===== src/inc/wdg_pkg.sv =====
package wdg_pkg;

  // ----------------------------------------------------------------
  // Register map and bus answers
  // ----------------------------------------------------------------
  localparam int unsigned ADDR_W = 4;
  localparam logic [3:0] ADDR_CTRL = 4'h0;
  localparam logic [3:0] ADDR_STAT = 4'h4;
  localparam logic [3:0] ADDR_KICK = 4'h8;
  localparam logic [1:0] RESP_OKAY = 2'h0;
  localparam logic [1:0] RESP_SLVERR = 2'h2;

  // ----------------------------------------------------------------
  // Field positions and reset values
  // ----------------------------------------------------------------
  localparam int unsigned TSEL_W = 3;
  localparam int unsigned CTRL_TSEL_LSB = 0;
  localparam int unsigned CTRL_ON_BIT = 3;
  localparam int unsigned CTRL_UNLOCK_BIT = 4;
  localparam int unsigned STAT_LEVEL_LSB = 0;
  localparam int unsigned STAT_RUN_BIT = 2;
  localparam int unsigned STAT_WINDOW_BIT = 3;
  localparam int unsigned STAT_EXPIRED_BIT = 4;
  localparam logic [2:0] TSEL_RESET = 3'h0;

  // ----------------------------------------------------------------
  // Timing
  // ----------------------------------------------------------------
  localparam logic [2:0] UNLOCK_CYCLES = 3'h4;
  localparam int unsigned OSC_BASE_CYCLES = 16384;

  typedef enum logic [1:0] {LVL0, LVL1, LVL2} wdg_level_e;
  typedef enum logic [1:0] {INIT_S1, INIT_S2, INIT_LATCH, INIT_DONE} wdg_init_e;

  typedef struct packed {
    logic unlock;
    logic on;
    logic [TSEL_W-1:0] tsel;
  } wdg_ctrl_s;

endpackage


===== src/hdl/wdg_config_guard.sv =====
// Added by the designer: the address map and the AXI4-Lite register port.
`timescale 1ns/1ns

module wdg_config_guard #(
  parameter int unsigned OSC_BASE = wdg_pkg::OSC_BASE_CYCLES,
  parameter int unsigned CNT_W = 22
) (
  input wire logic CLK_SYS,
  input wire logic RESETN,
  input wire logic WDOG_OSC,
  input wire logic COMPAT_FUSE,
  input wire logic ALWAYS_ON_FUSE,
  output logic WDOG_RESET,
  output logic WDOG_RUNNING,
  input wire logic [wdg_pkg::ADDR_W-1:0] S_AXI_AWADDR,
  input wire logic S_AXI_AWVALID,
  output logic S_AXI_AWREADY,
  input wire logic [31:0] S_AXI_WDATA,
  input wire logic [3:0] S_AXI_WSTRB,
  input wire logic S_AXI_WVALID,
  output logic S_AXI_WREADY,
  output logic [1:0] S_AXI_BRESP,
  output logic S_AXI_BVALID,
  input wire logic S_AXI_BREADY,
  input wire logic [wdg_pkg::ADDR_W-1:0] S_AXI_ARADDR,
  input wire logic S_AXI_ARVALID,
  output logic S_AXI_ARREADY,
  output logic [31:0] S_AXI_RDATA,
  output logic [1:0] S_AXI_RRESP,
  output logic S_AXI_RVALID,
  input wire logic S_AXI_RREADY
);

  // ----------------------------------------------------------------
  // Elaboration check
  // ----------------------------------------------------------------
  if (OSC_BASE < 2 || CNT_W > 31 || (longint'(OSC_BASE) << 7) > (64'd1 << CNT_W))
  begin : g_bad_param
    $error("OSC_BASE shifted by seven does not fit the counter width");
  end

  function automatic wdg_pkg::wdg_ctrl_s ctrl_of(input logic [31:0] d);
    ctrl_of.unlock = d[wdg_pkg::CTRL_UNLOCK_BIT];
    ctrl_of.on = d[wdg_pkg::CTRL_ON_BIT];
    ctrl_of.tsel = d[wdg_pkg::CTRL_TSEL_LSB +: wdg_pkg::TSEL_W];
  endfunction

  function automatic logic [CNT_W-1:0] limit_of(input logic [wdg_pkg::TSEL_W-1:0] sel);
    limit_of = CNT_W'(OSC_BASE) << sel;
  endfunction

  logic aw_have_q, w_have_q, bvalid_q, arready_q, rvalid_q;
  // Ready flags are their own flops so that the bus outputs come straight from registers.
  logic awready_q, wready_q;
  logic [wdg_pkg::ADDR_W-1:0] aw_addr_q;
  logic [31:0] w_data_q, rdata_q, rdata_d;
  logic [3:0] w_strb_q;
  logic [1:0] bresp_q, rresp_q, rresp_d;
  logic wr_go;
  logic ctrl_wr, kick_wr;
  wdg_pkg::wdg_ctrl_s wc;
  logic [1:0] fuse_s1_q, fuse_s2_q;
  wdg_pkg::wdg_init_e init_q;
  wdg_pkg::wdg_level_e level_q;
  logic on_q;
  logic [wdg_pkg::TSEL_W-1:0] tsel_q;
  logic [2:0] unlock_cnt_q;
  logic win_open;
  logic osc_s1_q, osc_s2_q, osc_prev_q, osc_tick;
  logic [CNT_W-1:0] cnt_q;
  logic expire, wdog_reset_q, expired_q;

  // ----------------------------------------------------------------
  // AXI4-Lite write channel
  // ----------------------------------------------------------------
  assign wr_go = aw_have_q && w_have_q && !bvalid_q;

  always_ff @(posedge CLK_SYS)
  begin
    if (!RESETN)
    begin
      aw_have_q <= 1'b0;
      w_have_q <= 1'b0;
      awready_q <= 1'b1;
      wready_q <= 1'b1;
      bvalid_q <= 1'b0;
      bresp_q <= wdg_pkg::RESP_OKAY;
      aw_addr_q <= '0;
      w_data_q <= '0;
      w_strb_q <= '0;
    end
    else
    begin
      if (S_AXI_AWVALID && !aw_have_q)
      begin
        aw_have_q <= 1'b1;
        awready_q <= 1'b0;
        aw_addr_q <= S_AXI_AWADDR;
      end
      if (S_AXI_WVALID && !w_have_q)
      begin
        w_have_q <= 1'b1;
        wready_q <= 1'b0;
        w_data_q <= S_AXI_WDATA;
        w_strb_q <= S_AXI_WSTRB;
      end
      if (wr_go)
      begin
        bvalid_q <= 1'b1;
        bresp_q <= (aw_addr_q == wdg_pkg::ADDR_CTRL || aw_addr_q == wdg_pkg::ADDR_STAT ||
                    aw_addr_q == wdg_pkg::ADDR_KICK) ? wdg_pkg::RESP_OKAY : wdg_pkg::RESP_SLVERR;
      end
      else if (bvalid_q && S_AXI_BREADY)
      begin
        bvalid_q <= 1'b0;
        aw_have_q <= 1'b0;
        w_have_q <= 1'b0;
        awready_q <= 1'b1;
        wready_q <= 1'b1;
      end
    end
  end

  // Writes before the fuses are latched are answered but have no effect.
  assign ctrl_wr = wr_go && aw_addr_q == wdg_pkg::ADDR_CTRL && w_strb_q[0] &&
                   init_q == wdg_pkg::INIT_DONE;
  assign kick_wr = wr_go && aw_addr_q == wdg_pkg::ADDR_KICK;
  assign wc = ctrl_of(w_data_q);

  // ----------------------------------------------------------------
  // AXI4-Lite read channel
  // ----------------------------------------------------------------
  always_comb
  begin
    rdata_d = '0;
    rresp_d = wdg_pkg::RESP_OKAY;
    case (S_AXI_ARADDR)
      wdg_pkg::ADDR_CTRL:
      begin
        rdata_d[wdg_pkg::CTRL_UNLOCK_BIT] = win_open;
        rdata_d[wdg_pkg::CTRL_ON_BIT] = on_q || level_q == wdg_pkg::LVL2;
        rdata_d[wdg_pkg::CTRL_TSEL_LSB +: wdg_pkg::TSEL_W] = tsel_q;
      end
      wdg_pkg::ADDR_STAT:
      begin
        rdata_d[wdg_pkg::STAT_LEVEL_LSB +: 2] = (level_q == wdg_pkg::LVL2) ? 2'h2 :
                                                (level_q == wdg_pkg::LVL1) ? 2'h1 : 2'h0;
        rdata_d[wdg_pkg::STAT_RUN_BIT] = on_q;
        rdata_d[wdg_pkg::STAT_WINDOW_BIT] = win_open;
        rdata_d[wdg_pkg::STAT_EXPIRED_BIT] = expired_q;
      end
      wdg_pkg::ADDR_KICK: rdata_d = '0;
      default: rresp_d = wdg_pkg::RESP_SLVERR;
    endcase
  end

  always_ff @(posedge CLK_SYS)
  begin
    if (!RESETN)
    begin
      arready_q <= 1'b1;
      rvalid_q <= 1'b0;
      rdata_q <= '0;
      rresp_q <= wdg_pkg::RESP_OKAY;
    end
    else if (S_AXI_ARVALID && arready_q)
    begin
      arready_q <= 1'b0;
      rvalid_q <= 1'b1;
      rdata_q <= rdata_d;
      rresp_q <= rresp_d;
    end
    else if (rvalid_q && S_AXI_RREADY)
    begin
      arready_q <= 1'b1;
      rvalid_q <= 1'b0;
    end
  end

  assign S_AXI_AWREADY = awready_q;
  assign S_AXI_WREADY = wready_q;
  assign S_AXI_BVALID = bvalid_q;
  assign S_AXI_BRESP = bresp_q;
  assign S_AXI_ARREADY = arready_q;
  assign S_AXI_RVALID = rvalid_q;
  assign S_AXI_RDATA = rdata_q;
  assign S_AXI_RRESP = rresp_q;

  // ----------------------------------------------------------------
  // Fuse capture
  // ----------------------------------------------------------------
  // Fuses are static, so they are synchronised and latched once after reset release.
  always_ff @(posedge CLK_SYS)
  begin
    if (!RESETN)
    begin
      fuse_s1_q <= 2'h0;
      fuse_s2_q <= 2'h0;
    end
    else
    begin
      fuse_s1_q <= {ALWAYS_ON_FUSE, COMPAT_FUSE};
      fuse_s2_q <= fuse_s1_q;
    end
  end

  always_ff @(posedge CLK_SYS)
  begin
    if (!RESETN)
    begin
      init_q <= wdg_pkg::INIT_S1;
      level_q <= wdg_pkg::LVL1;
    end
    else
    begin
      case (init_q)
        wdg_pkg::INIT_S1: init_q <= wdg_pkg::INIT_S2;
        wdg_pkg::INIT_S2: init_q <= wdg_pkg::INIT_LATCH;
        wdg_pkg::INIT_LATCH:
        begin
          init_q <= wdg_pkg::INIT_DONE;
          level_q <= fuse_s2_q[1] ? wdg_pkg::LVL2 :
                     fuse_s2_q[0] ? wdg_pkg::LVL0 : wdg_pkg::LVL1;
        end
        wdg_pkg::INIT_DONE: init_q <= wdg_pkg::INIT_DONE;
        default: init_q <= wdg_pkg::INIT_S1;
      endcase
    end
  end

  // ----------------------------------------------------------------
  // Unlock window
  // ----------------------------------------------------------------
  assign win_open = unlock_cnt_q != 3'h0;

  always_ff @(posedge CLK_SYS)
  begin
    if (!RESETN)
      unlock_cnt_q <= 3'h0;
    else if (ctrl_wr && wc.unlock && wc.on)
      unlock_cnt_q <= wdg_pkg::UNLOCK_CYCLES;
    else if (win_open)
      unlock_cnt_q <= unlock_cnt_q - 3'h1;
  end

  // ----------------------------------------------------------------
  // Enable and time-out select
  // ----------------------------------------------------------------
  always_ff @(posedge CLK_SYS)
  begin
    if (!RESETN)
    begin
      on_q <= 1'b0;
      tsel_q <= wdg_pkg::TSEL_RESET;
    end
    else if (init_q == wdg_pkg::INIT_LATCH)
      on_q <= fuse_s2_q[1];
    else if (ctrl_wr)
    begin
      case (level_q)
        wdg_pkg::LVL2:
        begin
          on_q <= 1'b1;
          if (win_open && !wc.unlock)
            tsel_q <= wc.tsel;
        end
        wdg_pkg::LVL1:
        begin
          if (win_open && !wc.unlock)
          begin
            on_q <= wc.on;
            tsel_q <= wc.tsel;
          end
          else if (wc.on)
            on_q <= 1'b1;
        end
        wdg_pkg::LVL0:
        begin
          tsel_q <= wc.tsel;
          if (wc.on)
            on_q <= 1'b1;
          else if (win_open)
            on_q <= 1'b0;
        end
        default: on_q <= on_q;
      endcase
    end
  end

  // ----------------------------------------------------------------
  // Time-out counter
  // ----------------------------------------------------------------
  // The oscillator is sampled, never used as a clock, so it must stay well below CLK_SYS.
  always_ff @(posedge CLK_SYS)
  begin
    if (!RESETN)
    begin
      osc_s1_q <= 1'b0;
      osc_s2_q <= 1'b0;
      osc_prev_q <= 1'b0;
    end
    else
    begin
      osc_s1_q <= WDOG_OSC;
      osc_s2_q <= osc_s1_q;
      osc_prev_q <= osc_s2_q;
    end
  end

  assign osc_tick = osc_s2_q && !osc_prev_q;
  assign expire = on_q && osc_tick && !kick_wr && cnt_q >= limit_of(tsel_q) - CNT_W'(1);

  always_ff @(posedge CLK_SYS)
  begin
    if (!RESETN)
      cnt_q <= '0;
    else if (!on_q || kick_wr || expire)
      cnt_q <= '0;
    else if (osc_tick)
      cnt_q <= cnt_q + CNT_W'(1);
  end

  always_ff @(posedge CLK_SYS)
  begin
    if (!RESETN)
    begin
      wdog_reset_q <= 1'b0;
      expired_q <= 1'b0;
    end
    else
    begin
      wdog_reset_q <= expire;
      expired_q <= expired_q || expire;
    end
  end

  assign WDOG_RESET = wdog_reset_q;
  assign WDOG_RUNNING = on_q;

  // ----------------------------------------------------------------
  // Checks
  // ----------------------------------------------------------------
  level2_always_on_a: assert property (@(posedge CLK_SYS) disable iff (!RESETN)
    (init_q == wdg_pkg::INIT_DONE && level_q == wdg_pkg::LVL2) |-> on_q)
    else $error("Level 2 watchdog is not running");

  level2_no_off_a: assert property (@(posedge CLK_SYS) disable iff (!RESETN)
    (level_q == wdg_pkg::LVL2 && on_q) |=> on_q)
    else $error("Level 2 watchdog was disabled");

  window_close_a: assert property (@(posedge CLK_SYS) disable iff (!RESETN)
    (ctrl_wr && wc.unlock && wc.on) ##1 !(ctrl_wr && wc.unlock && wc.on) [*4] |=> !win_open)
    else $error("Unlock window did not close after four cycles");

  lvl1_off_guard_a: assert property (@(posedge CLK_SYS) disable iff (!RESETN)
    (level_q == wdg_pkg::LVL1 && $fell(on_q)) |-> $past(win_open) && !$past(wc.unlock))
    else $error("Level 1 disable outside the unlock window");

  lvl0_off_guard_a: assert property (@(posedge CLK_SYS) disable iff (!RESETN)
    (level_q == wdg_pkg::LVL0 && $fell(on_q)) |-> $past(win_open))
    else $error("Level 0 disable without unlock");

  tsel_guard_a: assert property (@(posedge CLK_SYS) disable iff (!RESETN)
    (level_q != wdg_pkg::LVL0 && !$stable(tsel_q)) |-> $past(win_open) && $past(ctrl_wr))
    else $error("Time-out changed outside the unlock window");

  lvl0_tsel_free_a: assert property (@(posedge CLK_SYS) disable iff (!RESETN)
    (level_q == wdg_pkg::LVL0 && ctrl_wr) |=> tsel_q == $past(wc.tsel))
    else $error("Level 0 time-out write not applied");

  lvl1_enable_a: assert property (@(posedge CLK_SYS) disable iff (!RESETN)
    (level_q == wdg_pkg::LVL1 && ctrl_wr && wc.on) |=> on_q)
    else $error("Level 1 enable write not applied");

  window_apply_a: assert property (@(posedge CLK_SYS) disable iff (!RESETN)
    (level_q == wdg_pkg::LVL1 && ctrl_wr && win_open && !wc.unlock)
    |=> on_q == $past(wc.on) && tsel_q == $past(wc.tsel))
    else $error("Level 1 window write not applied");

  expire_cause_a: assert property (@(posedge CLK_SYS) disable iff (!RESETN)
    WDOG_RESET |-> $past(on_q) && $past(cnt_q) == limit_of($past(tsel_q)) - CNT_W'(1))
    else $error("Watchdog reset without a full time-out");

endmodule


===== config.mk =====
export PLATFORM = sky130hd
export DESIGN_NAME = wdg_config_guard
export DESIGN_NICKNAME = d
export VERILOG_FILES = /design/src/inc/wdg_pkg.sv /design/src/hdl/wdg_config_guard.sv
export SDC_FILE = /design/constraint.sdc
export NUM_CORES = 1
export LEC_CHECK = 0
export ABC_CLOCK_PERIOD_IN_PS = 3150
export BUFFER_PORTS_ARGS = -buffer_cell sky130_fd_sc_hd__clkbuf_2
export CAP_MARGIN = 10
export CORE_ASPECT_RATIO = 1.4
export CORE_UTILIZATION = 36
export CTS_CLUSTER_DIAMETER = 50
export CTS_CLUSTER_SIZE = 14
export DETAILED_ROUTE_END_ITERATION = 7
export GPL_TIMING_DRIVEN = 0
export PLACE_DENSITY_LB_ADDON = 0.05
export SLEW_MARGIN = 10
export SYNTH_ARGS = -nofsm -noshare
export SYNTH_HDL_FRONTEND = slang
export SYNTH_SLANG_ARGS = --single-unit

===== constraint.sdc =====
create_clock -name CLK_SYS -period 3.15 [get_ports CLK_SYS]
set_clock_uncertainty 0.05 [all_clocks]
set_input_delay 0.315 -clock CLK_SYS [delete_from_list [all_inputs] [get_ports CLK_SYS]]
set_output_delay 0.315 -clock CLK_SYS [all_outputs]
set_load 0.01 [all_outputs]

After elaboration in Yosys (flattened, before gate mapping)
Index checks and enable logic that the tools add are counted.
Operators by class
  shift-type cells: 1
  magnitude comparators: 1
  multiplexer cells: 37
  eq/ne operators: 12
  add/subtract/negate cells: 3
  bitwise gates (word level): 2
  reduce and logical (&&, ||, !) cells: 49
Operators with widths (number)
  $mux 1: 26
  $add 22x1->22 const B: 1
  $ge 22x22->1: 1
  $shl 15x3->22 const A: 1
  $sub 22x1->22 const B: 1
  $logic_and 1x1->1: 18
  $pmux 5 s2: 1
  $reduce_bool 2->1: 5
  $mux 3: 3
  $eq 4x3->1 const B: 2
  $eq 4x4->1 const B: 2
  $logic_not 4->1: 2
  $mux 2: 4
  $reduce_and 4->1: 2
  $reduce_or 2->1: 4
  $logic_not 1->1: 7
  $eq 2x2->1 const B: 3
  $logic_or 1x1->1: 6
  $pmux 2 s3: 1
  $pmux 3 s2: 1
  $eq 2x1->1 const B: 2
  $logic_not 2->1: 2
  $ne 4x2->1 const B: 1
  $ne 4x4->1 const B: 1
  7 further kinds: 8
Word-level totals
  input port bits: 54
  register bits after elaboration: 68

Longest topological paths before layout
Gate-level depths: netlist of the first run.
  depth in word-level cells: 8
  mapped depth: 8

Least setup slack after synthesis of the first run
No wires, ideal clock.
  path type: register to register
  from: register cnt_q[0]
  to: register cnt_q[11]
  stages on the path, launching flop included: 8
  setup slack: 1.116 ns
  period minus slack after synthesis: 2.034 ns
  data arrival time: 1.846 ns
  buffers on the path: 2
  path through: dfxtp_1 ha_1 clkbuf_1 nand4_1 or4_2 o21ai_2 buf_4 a211oi_1
Between the ends
  word-level cells in the longest chain between the ends: 4
Ends and longest elaborated chain
  start: declaration: line wdg_config_guard.sv:70  | logic [CNT_W-1:0] cnt_q;
  start signal: assignment: line wdg_config_guard.sv:320  | cnt_q <= cnt_q + CNT_W'(1);
  $ge 22x22->1: line wdg_config_guard.sv:311  | assign expire = on_q && osc_tick && !kick_wr && cnt_q >= limit_of(tsel_q) - CNT_W'(1);
  $logic_and 1x1->1: line wdg_config_guard.sv:311
  $logic_or 1x1->1: line wdg_config_guard.sv:317  | else if (!on_q || kick_wr || expire)
  $reduce_or 2->1 (no source line)
Parallel ways exist; a longest one is shown, timed or not.
A chain may end at the register's enable or synchronous reset.

Worst setup path after layout of the first run
  from: register tsel_q[2] in the netlist's numbering
  to: register cnt_q[1]
Between the ends
  word-level cells in the longest chain between the ends: 6
Ends and longest elaborated chain
  start: declaration: line wdg_config_guard.sv:66  | logic [wdg_pkg::TSEL_W-1:0] tsel_q;
  start signal: assignment: line wdg_config_guard.sv:254  | tsel_q <= wdg_pkg::TSEL_RESET;
  start signal: assignment: line wdg_config_guard.sv:265  | tsel_q <= wc.tsel;
  start signal: assignment: line wdg_config_guard.sv:272  | tsel_q <= wc.tsel;
  $shl 15x3->22: line wdg_config_guard.sv:49  | limit_of = CNT_W'(OSC_BASE) << sel;
  $sub 22x1->22: line wdg_config_guard.sv:311
  $ge 22x22->1: line wdg_config_guard.sv:311
  $logic_and 1x1->1: line wdg_config_guard.sv:311
  $logic_or 1x1->1: line wdg_config_guard.sv:317
  $reduce_or 2->1 (no source line)
No other way between the ends.

==> results.md, run 1 <==
Global routing:
- The initial antenna violation count is 0.
- The global-route usage over all layers is 15.98%.
- The first global-routing pass estimated 11920 µm of wire.
- Entering global routing, the biggest net connects 12 pins.
- The number of global-route vias before repair is 2453.
- Summed over all layers, the global routing overflow is 0.
- The global-route layer with the greatest usage is met2.
- The met1 usage is 17.65%.
- The met2 global-route usage is 28.42%.
- The met3 global-route usage is 4.558%.

Run status:
- The flow ran to the end, and the final reports show no timing, DRC or antenna violations.

Setup path:
- The element type at the critical path start is a register.
- The flop-to-flop setup slack is 790 ps.
- In this run the worst path has a maximum fanout of 10.
- For the worst setup path, the data required time is 3300 ps.
- The classification of the worst setup path is reg -> reg.
- For the worst setup path, the data arrival time is 2510 ps.
- The worst setup path is captured at a register.

Placed design:
- Input and output buffers added on the ports amount to 36.
- The final weighted congestion in routability-driven placement is 0.7959.
- The placed instances occupy a cell area of 0.003754 mm².
- The placed wire-length estimate after detailed placement is 5608 µm.

STA:
- The worst path uses 75.04% of the clock period.
- The final setup violation count is 0.
- The smallest clock period supported by the final layout is computed as 2364 ps.
- The final count of hold timing violations came to 0.
- Headroom to the max-slew limit came out at 63.02%.
- The max-slew violation total from the final report is 0.
- The total negative slack is 0 ps.
- The transition at the pin with the smallest max-transition slack is 547.8 ps.
- The highest clock frequency the design can meet is 423.0 MHz.
- Setup repair after global routing left no endpoint under its margin.

Route:
- For this run, the detailed router's first-pass iteration total came to 4.
- The average vias per placed instance is 4.800.
- The remaining antenna violation count is 0.
- The wire length after detailed routing is 7329 µm.
- The detailed-route wire length per cell is 12.99 µm.
- The total number of vias is 2707.
- After detailed routing, the number of remaining DRC violations is 0.
- The starting DRC count in detailed routing is 96.

Clocking:
- The clock drives 66 sinks.
- The number of cells upsized or downsized after cts is 0.
- The H-tree generated during clock tree synthesis spans 3 levels.
- CTS placed an instance of sky130_fd_sc_hd__clkbuf_16 at the clock tree root.
- The post-CTS repair timing setup buffer count is 0.
- In this run the deepest clock path goes through 2 buffers.
- TritonCTS built the clock tree.
- The clock buffer count from CTS is 9.
- The clock insertion delay at the later pin of the skew report is 340 ps.
- The number of hold buffers added after cts is 0.
- The clock input transition at the sequential cells of the worst setup and hold paths is 60 ps.

Cells and area:
- The number of filler instances in the final layout is 923.
- The commonest non-fill, non-tap cell in the layout is sky130_fd_sc_hd__dfxtp_1.
- From synthesis to final layout, the design area changed by 22.18%.
- The final layout contains 522 nets.
- In the final layout, flip-flops and latches occupy 0.001321 mm².
- After routing the design area is 0.004074 mm².
- The number of diodes added for antenna fixing is 0.
- In the layout the commonest cells are 66 x sky130_fd_sc_hd__dfxtp_1, 36 x sky130_fd_sc_hd__clkbuf_2, 31 x sky130_fd_sc_hd__buf_4.
- In the final layout, the share of cells above drive strength 1 is 20.13%.
- In the final layout, the multi-input gates occupy 0.001790 mm².

Floorplanning:
- The y dimension of the die is 115.9 µm.
- The starting density of the core is 36.93%.
- The floorplan has 41 rows.
- Pin placement for this block handled 97 I/O pins.
- After floorplanning, the core was sized to cover 0.009029 mm².
- The floorplan step defined a die boundary enclosing 0.009657 mm².
- Measured along the x axis, the die boundary spans 83.34 µm.

Power and ir drop:
- VDD sags by at most 0.0003982 V.
- Sequential cells account for 39.6% of the total power.
- Combinational logic is responsible for 13.0% of the overall power.
- The net switching share of the total power is 24.59%.
- Total power for the finished layout comes to 2.279 mW.
- The standby leakage power is 1.703 nW.
- The power density normalized to cell area is 559.3 mW/mm².
- The clock network is responsible for 47.3% of the overall power.
- Cell internal power was estimated by the tool at 1.718 mW.
- For this design the total switching power over the nets is 0.5604 mW.

Logic synthesis:
- After synthesis, the netlist uses 44 different library cells.
- The flop and latch count out of synthesis is 66.
- After synthesis, flip-flops and latches occupy 39.62% of the total area.
- Of all flip-flops after synthesis, the portion carrying an async set or reset was 0%.
- Averaged over all synthesized cells, the footprint is 8.845 µm².
- The number of standard cells after synthesis is 377.
- In the synthesized netlist the dominant register cell turns out to be sky130_fd_sc_hd__dfxtp_1.
- The number of warning messages in the yosys log is 0.
- The number of enable-type register cells in the synthesized netlist is 0.
- The netlist area before placement is 0.003334 mm².

Run:
- The count of maximum capacitance violations is 0.

Worst hold path:
- The tightest min-delay check is of the in -> reg type.
## kinds of logic after synthesis
logic type,count (synthesis),share of synthesized area (%)
fa+ha+maj,16,6.004
flops,66,39.62
compound gates,72,14.11
xor+xnor,14,3.677
simple gates,137,22.33
mux,14,4.202
other cells,2,0.2252
buf+inv,56,9.831
## per-layer routing
layer	wire length (µm)	vias up	share of wire (%)
met5	0	-	0
met4	142	0	1.9
met3	253	10	3.5
met2	3803	32	52
met1	3130	1228	43
li1	-	1437	-
## cell type report
class                           count  share of cell area, %
Clock inverter                      5                  1.904
Clock buffer                       11                  5.958
Inverter                           10                 0.9214
Buffer                             46                  7.125
Multi-Input combinational cell    283                  43.95
Tap cell                          107                  3.286
Sequential cell                    66                  32.43
Timing Repair Buffer               36                  4.423
## worst max-delay path, cell delays in order (launching register included)
cell and delay, ps:
sky130_fd_sc_hd__dfxtp_1 300, sky130_fd_sc_hd__clkbuf_1 290, sky130_fd_sc_hd__o21ai_0 170, sky130_fd_sc_hd__ha_1 310
sky130_fd_sc_hd__nand4_1 120, sky130_fd_sc_hd__nor2b_1 130, sky130_fd_sc_hd__a22o_1 290, sky130_fd_sc_hd__clkbuf_1 460
sky130_fd_sc_hd__nor3_1 100
## power by group through the flow
stage	sequential, mW	clock (mW)	combinational, mW
final	0.903	1.08	0.296
after global routing	0.908	1.14	0.337
after CTS	0.904	1.11	0.300
after detailed placement	0.922	0	0.298
after global placement	0.921	0	0.291
after floorplan	0.919	0	0.225
## sequential cells by signal (all words and copies together), names as in the netlist, 2 cells and up
| signal | flops |
|---|---|
| level_q | 2 |
| fuse_s1_q | 2 |
| fuse_s2_q | 2 |
| tsel_q | 3 |
| init_q | 2 |
| aw_addr_q | 4 |
| cnt_q | 22 |
| unlock_cnt_q | 3 |
| S_AXI_RDATA | 5 |
| w_data_q | 5 |
## path summary, 6_finish.rpt
kind | startpoint | cells after the start | to
worst max-delay path | tsel_q[2] | 8 | cnt_q[1]
worst max register to register | tsel_q[2] | 8 | cnt_q[1]
worst min-delay path | COMPAT_FUSE | 2 | fuse_s1_q[0]
worst min register to register | fuse_s1_q[0] | 1 | fuse_s2_q[0]
## Yosys cell counts (11+ instances only)
cell type	instances	area (µm²)
sky130_fd_sc_hd__mux2i_1	14	140.1
sky130_fd_sc_hd__clkbuf_1	14	52.55
sky130_fd_sc_hd__nand4_1	13	81.33
sky130_fd_sc_hd__nand3_1	12	60.06
sky130_fd_sc_hd__nand2_1	16	60.06
sky130_fd_sc_hd__dfxtp_1	66	1321
sky130_fd_sc_hd__or3_1	11	68.82
sky130_fd_sc_hd__nor2_1	29	108.9
sky130_fd_sc_hd__nor3_1	23	115.1
sky130_fd_sc_hd__buf_4	31	232.7
sky130_fd_sc_hd__a21oi_1	24	120.1
sky130_fd_sc_hd__o21ai_0	18	90.09
sky130_fd_sc_hd__ha_1	16	200.2
sky130_fd_sc_hd__xor2_1	11	96.34
## stage by stage
stage,setup slack (ps),instances,utilization [%],hold slack (ps)
after floorplan,1116,405,-,361.9
after global placement,750.5,548,41.57,365.0
after detailed placement,758.7,548,41.57,368.1
after CTS,723.0,564,45.12,125.4
after global routing,549.4,564,45.12,134.5
final,786.1,564,45.12,135.4
Power figures use the tool's default switching activity.
==> inputs of run 2 (changes only) <==
--- a/config.mk
+++ b/config.mk
@@ -5,7 +5,7 @@
 export SDC_FILE = /design/constraint.sdc
 export NUM_CORES = 1
 export LEC_CHECK = 0
-export ABC_CLOCK_PERIOD_IN_PS = 3150
+export ABC_CLOCK_PERIOD_IN_PS = 2100
 export BUFFER_PORTS_ARGS = -buffer_cell sky130_fd_sc_hd__clkbuf_2
 export CAP_MARGIN = 10
 export CORE_ASPECT_RATIO = 1.4
==> constraint.sdc (replaced) <==
create_clock -name CLK_SYS -period 2.1 [get_ports CLK_SYS]
set_clock_uncertainty 0.05 [all_clocks]
set_input_delay 0.21 -clock CLK_SYS [delete_from_list [all_inputs] [get_ports CLK_SYS]]
set_output_delay 0.21 -clock CLK_SYS [all_outputs]
set_load 0.01 [all_outputs]
==> results.md, run 2 (synthesis results as in run 1) <==
STA:
- The clock period minus final worst setup slack is 2011 ps (-353.1 ps).
- The final clock period utilization by the worst path is 95.75% (+21 points).
- Setup repair after global routing left no endpoint under its margin.
- The final setup violation count came to 0 (unchanged).
- The max-slew violation total from the final report is 0 (unchanged).
- The highest clock frequency the design can meet is 497.3 MHz (+18%).
- The transition at the pin with the smallest max-transition slack is 545.2 ps (-2.548 ps).
- The total negative slack came to 0 ps (unchanged).
- The worst-case hold slack came to 30.51 ps (-104.8 ps).
- The final count of hold timing violations is 0 (unchanged).
- The worst max-slew margin expressed relative to the limit is 63.19% (+0.17 points).

Clocking:
- The clock buffer count from CTS is 9 (unchanged).
- In this run the clock root is driven by a sky130_fd_sc_hd__clkbuf_16.
- The clock insertion delay at the later pin of the skew report is 340 ps (about the same).
- The count of clock tree sinks was 66 (unchanged).
- The CTS tree is done.
- The maximum root-to-sink buffer count is 2 (unchanged).
- The H-tree depth was 3 (unchanged).
- The clock input transition at the sequential cells of the worst setup and hold paths is 50 ps (about the same).
- The number of hold buffers added after cts is 0 (unchanged).

Setup path:
- The critical path is of the reg -> reg type.
- The slowest cell on the critical path is sky130_fd_sc_hd__or4_2.
- The count of buffering cells on the critical path with inverters included is 1 (-1).
- The required time at the worst-slack endpoint was 2270 ps (-1030 ps).
- The data arrival time of the critical path is 2180 ps (-330 ps).
- The worst setup path is launched from a register.
- In this design, the largest share of critical-path delay is due to simple AND/OR/NAND/NOR gates.
- The kind of end point of the critical path is a register.
- The highest fanout seen on the critical path came to 10 (unchanged).
- The maximum single-stage delay on the critical path is 790 ps (+330 ps).
- The signal on the critical path passes through nand4b_4 > or4_2 > o21ai_4 > buf_6 > nor3_1.

Placed design:
- The final weighted congestion in routability-driven placement is 0.7959 (unchanged).
- The number of I/O port buffers is 36 (unchanged).
- The placed wire-length estimate after detailed placement is 5608 µm (unchanged).

Cells and area:
- The top cell types in the final layout, fill and taps aside, are 60 x sky130_fd_sc_hd__dfxtp_1, 36 x sky130_fd_sc_hd__clkbuf_2, 30 x sky130_fd_sc_hd__conb_1.
- Ranked by flip-flop count, first place goes to cnt_q.
- The number of nets in the layout came to 519 (-0.57%).
- The library cell used most frequently in the layout, excluding fill and tap cells, is sky130_fd_sc_hd__dfxtp_1.
- The number of flip-flops under the largest register name was 22 (unchanged).
- The ratio of cells with drive above 1 in the final layout was 22.47% (+2.3 points).
- Relative to the synthesized area, the layout overhead comes to 23.11%.
- The number of diodes added for antenna fixing is 0 (unchanged).

Global routing:
- The total global routing overflow is 0 (unchanged).
- The initial antenna violation count is 0 (unchanged).
- The maximum number of pins on one net before global-route repair is 12 (unchanged).
- The wire length of the first global-routing pass is 11980 µm (+0.46%).
- The global-route usage over all layers is 16.04% (+0.061 points).
- The number of global-route vias before repair is 2476 (+0.94%).

Power and ir drop:
- The worst ir drop on vdd is 0.0005998 V (+51%).
- The total power is 3.423 mW (+50%).
- The power density normalized to cell area is 833.7 mW/mm² (+49%).
- The standby leakage power is 1.713 nW (+0.59%).

Floorplanning:
- The count of pins on the block boundary came to 97 (unchanged).
- The starting density of the core was 36.93% (unchanged).
- The number of placement rows came to 41 (unchanged).
- The area of the core region came to 0.009029 mm² (unchanged).
- The horizontal die dimension is 83.34 µm (unchanged).
- The y dimension of the die was 115.9 µm (unchanged).
- The floorplan die area is 0.009657 mm² (unchanged).

Route:
- The average vias per placed instance was 4.829 (+0.61%).
- The total number of vias came to 2709 (+0.074%).
- The wire length after detailed routing is 7367 µm (+0.52%).
- The uppermost layer routed is met4.
- The total length of routed met2 wires is 3808 µm (+0.13%).
- The post-detailed-route DRC marker count is 0 (unchanged).
- The detailed-route wire length per cell is 13.13 µm (+1.1%).
- The remaining antenna violation count is 0 (unchanged).
- The number of search-and-repair iterations in the first detailed-routing pass is 4 (unchanged).
- The amount of wire on met3 after detailed routing was 249 µm (-1.6%).
- The starting DRC count in detailed routing is 84 (-13%).
- The met1 routed wirelength after detailed routing is 3167 µm (+1.2%).

Run:
- The count of maximum capacitance violations is 0 (unchanged).

Worst hold path:
- In this run the worst hold path is classified as in -> reg.

Run status:
- The flow ran to the end, and the final reports show no timing, DRC or antenna violations.
run 2: cell types whose count changed in the layout (fill, tap and decap cells not counted):
cell                       before  now
sky130_fd_sc_hd__or3_4          0    1
sky130_fd_sc_hd__clkbuf_1      15   10
sky130_fd_sc_hd__dfxtp_1       66   60
sky130_fd_sc_hd__o21ai_4        0    1
sky130_fd_sc_hd__or3_1         11   10
sky130_fd_sc_hd__o21ai_2        1    0
sky130_fd_sc_hd__dfxtp_2        0    6
sky130_fd_sc_hd__buf_2          1    3
sky130_fd_sc_hd__buf_6          0    2
sky130_fd_sc_hd__ha_1          16   15
sky130_fd_sc_hd__buf_4         31   29
sky130_fd_sc_hd__ha_4           0    1
run 2: per-layer routing:
layer / global-route usage, % / vias up
li1: - / 1433
met1: 17.65 / 1235
met2: 28.63 / 31
met3: 4.558 / 10
met4: 7.471 / 0
met5: 0 / -
run 2: worst register-to-register path, stage by stage, from the launching register on:
cell and delay (ps):
sky130_fd_sc_hd__dfxtp_1 400, sky130_fd_sc_hd__nand4b_4 160, sky130_fd_sc_hd__or4_2 790, sky130_fd_sc_hd__o21ai_4 250, sky130_fd_sc_hd__buf_6 180, sky130_fd_sc_hd__nor3_1 70
run 2: final timing paths:
path / slack, ps / endpoint / depth (start not counted) / start
hold reg to reg: 380 / fuse_s2_q[0] / 1 / fuse_s1_q[0]
setup / recovery: 90 / cnt_q[1] / 5 / cnt_q[3]
hold / removal: 30 / fuse_s1_q[0] / 2 / COMPAT_FUSE
setup reg to reg: 90 / cnt_q[1] / 5 / cnt_q[3]
run 2: through the flow:
step / cells / setup slack, ps / cell area [µm²] / utilization [%]
floorplan: 405 / 65.76 / 3440 / -
global placement: 548 / -299.5 / 3754 / 41.57
detailed placement: 548 / -291.3 / 3754 / 41.57
CTS: 561 / 31.69 / 4098 / 45.39
global route: 561 / 3.342 / 4105 / 45.47
finish: 561 / 89.15 / 4105 / 45.47
run 2: where the power goes:
group          internal (mW)  total (mW)  switching, mW  leakage (nW)
combinational          0.196       0.446          0.250          1.02
sequential              1.32        1.36         0.0395         0.541
clock                   1.07        1.62          0.554         0.156
total                   2.58        3.42          0.844          1.71
run 2: layout make-up:
class | instances | area, µm²
multi-input cells | 283 | 1815
well taps | 107 | 133.9
repair buffers | 36 | 180.2
inverters | 10 | 37.54
fillers | 916 | 4923
clock inverters | 5 | 77.57
clock buffers | 11 | 242.7
plain buffers | 43 | 289.0
flip-flops and latches | 66 | 1329
run 2: repair_timing:
item / CTS / global route
endpoints found under the setup margin: 23 / 20
pin swaps: 1 / 0
setup buffers: 0 / 0
gates resized for setup: 11 / 5
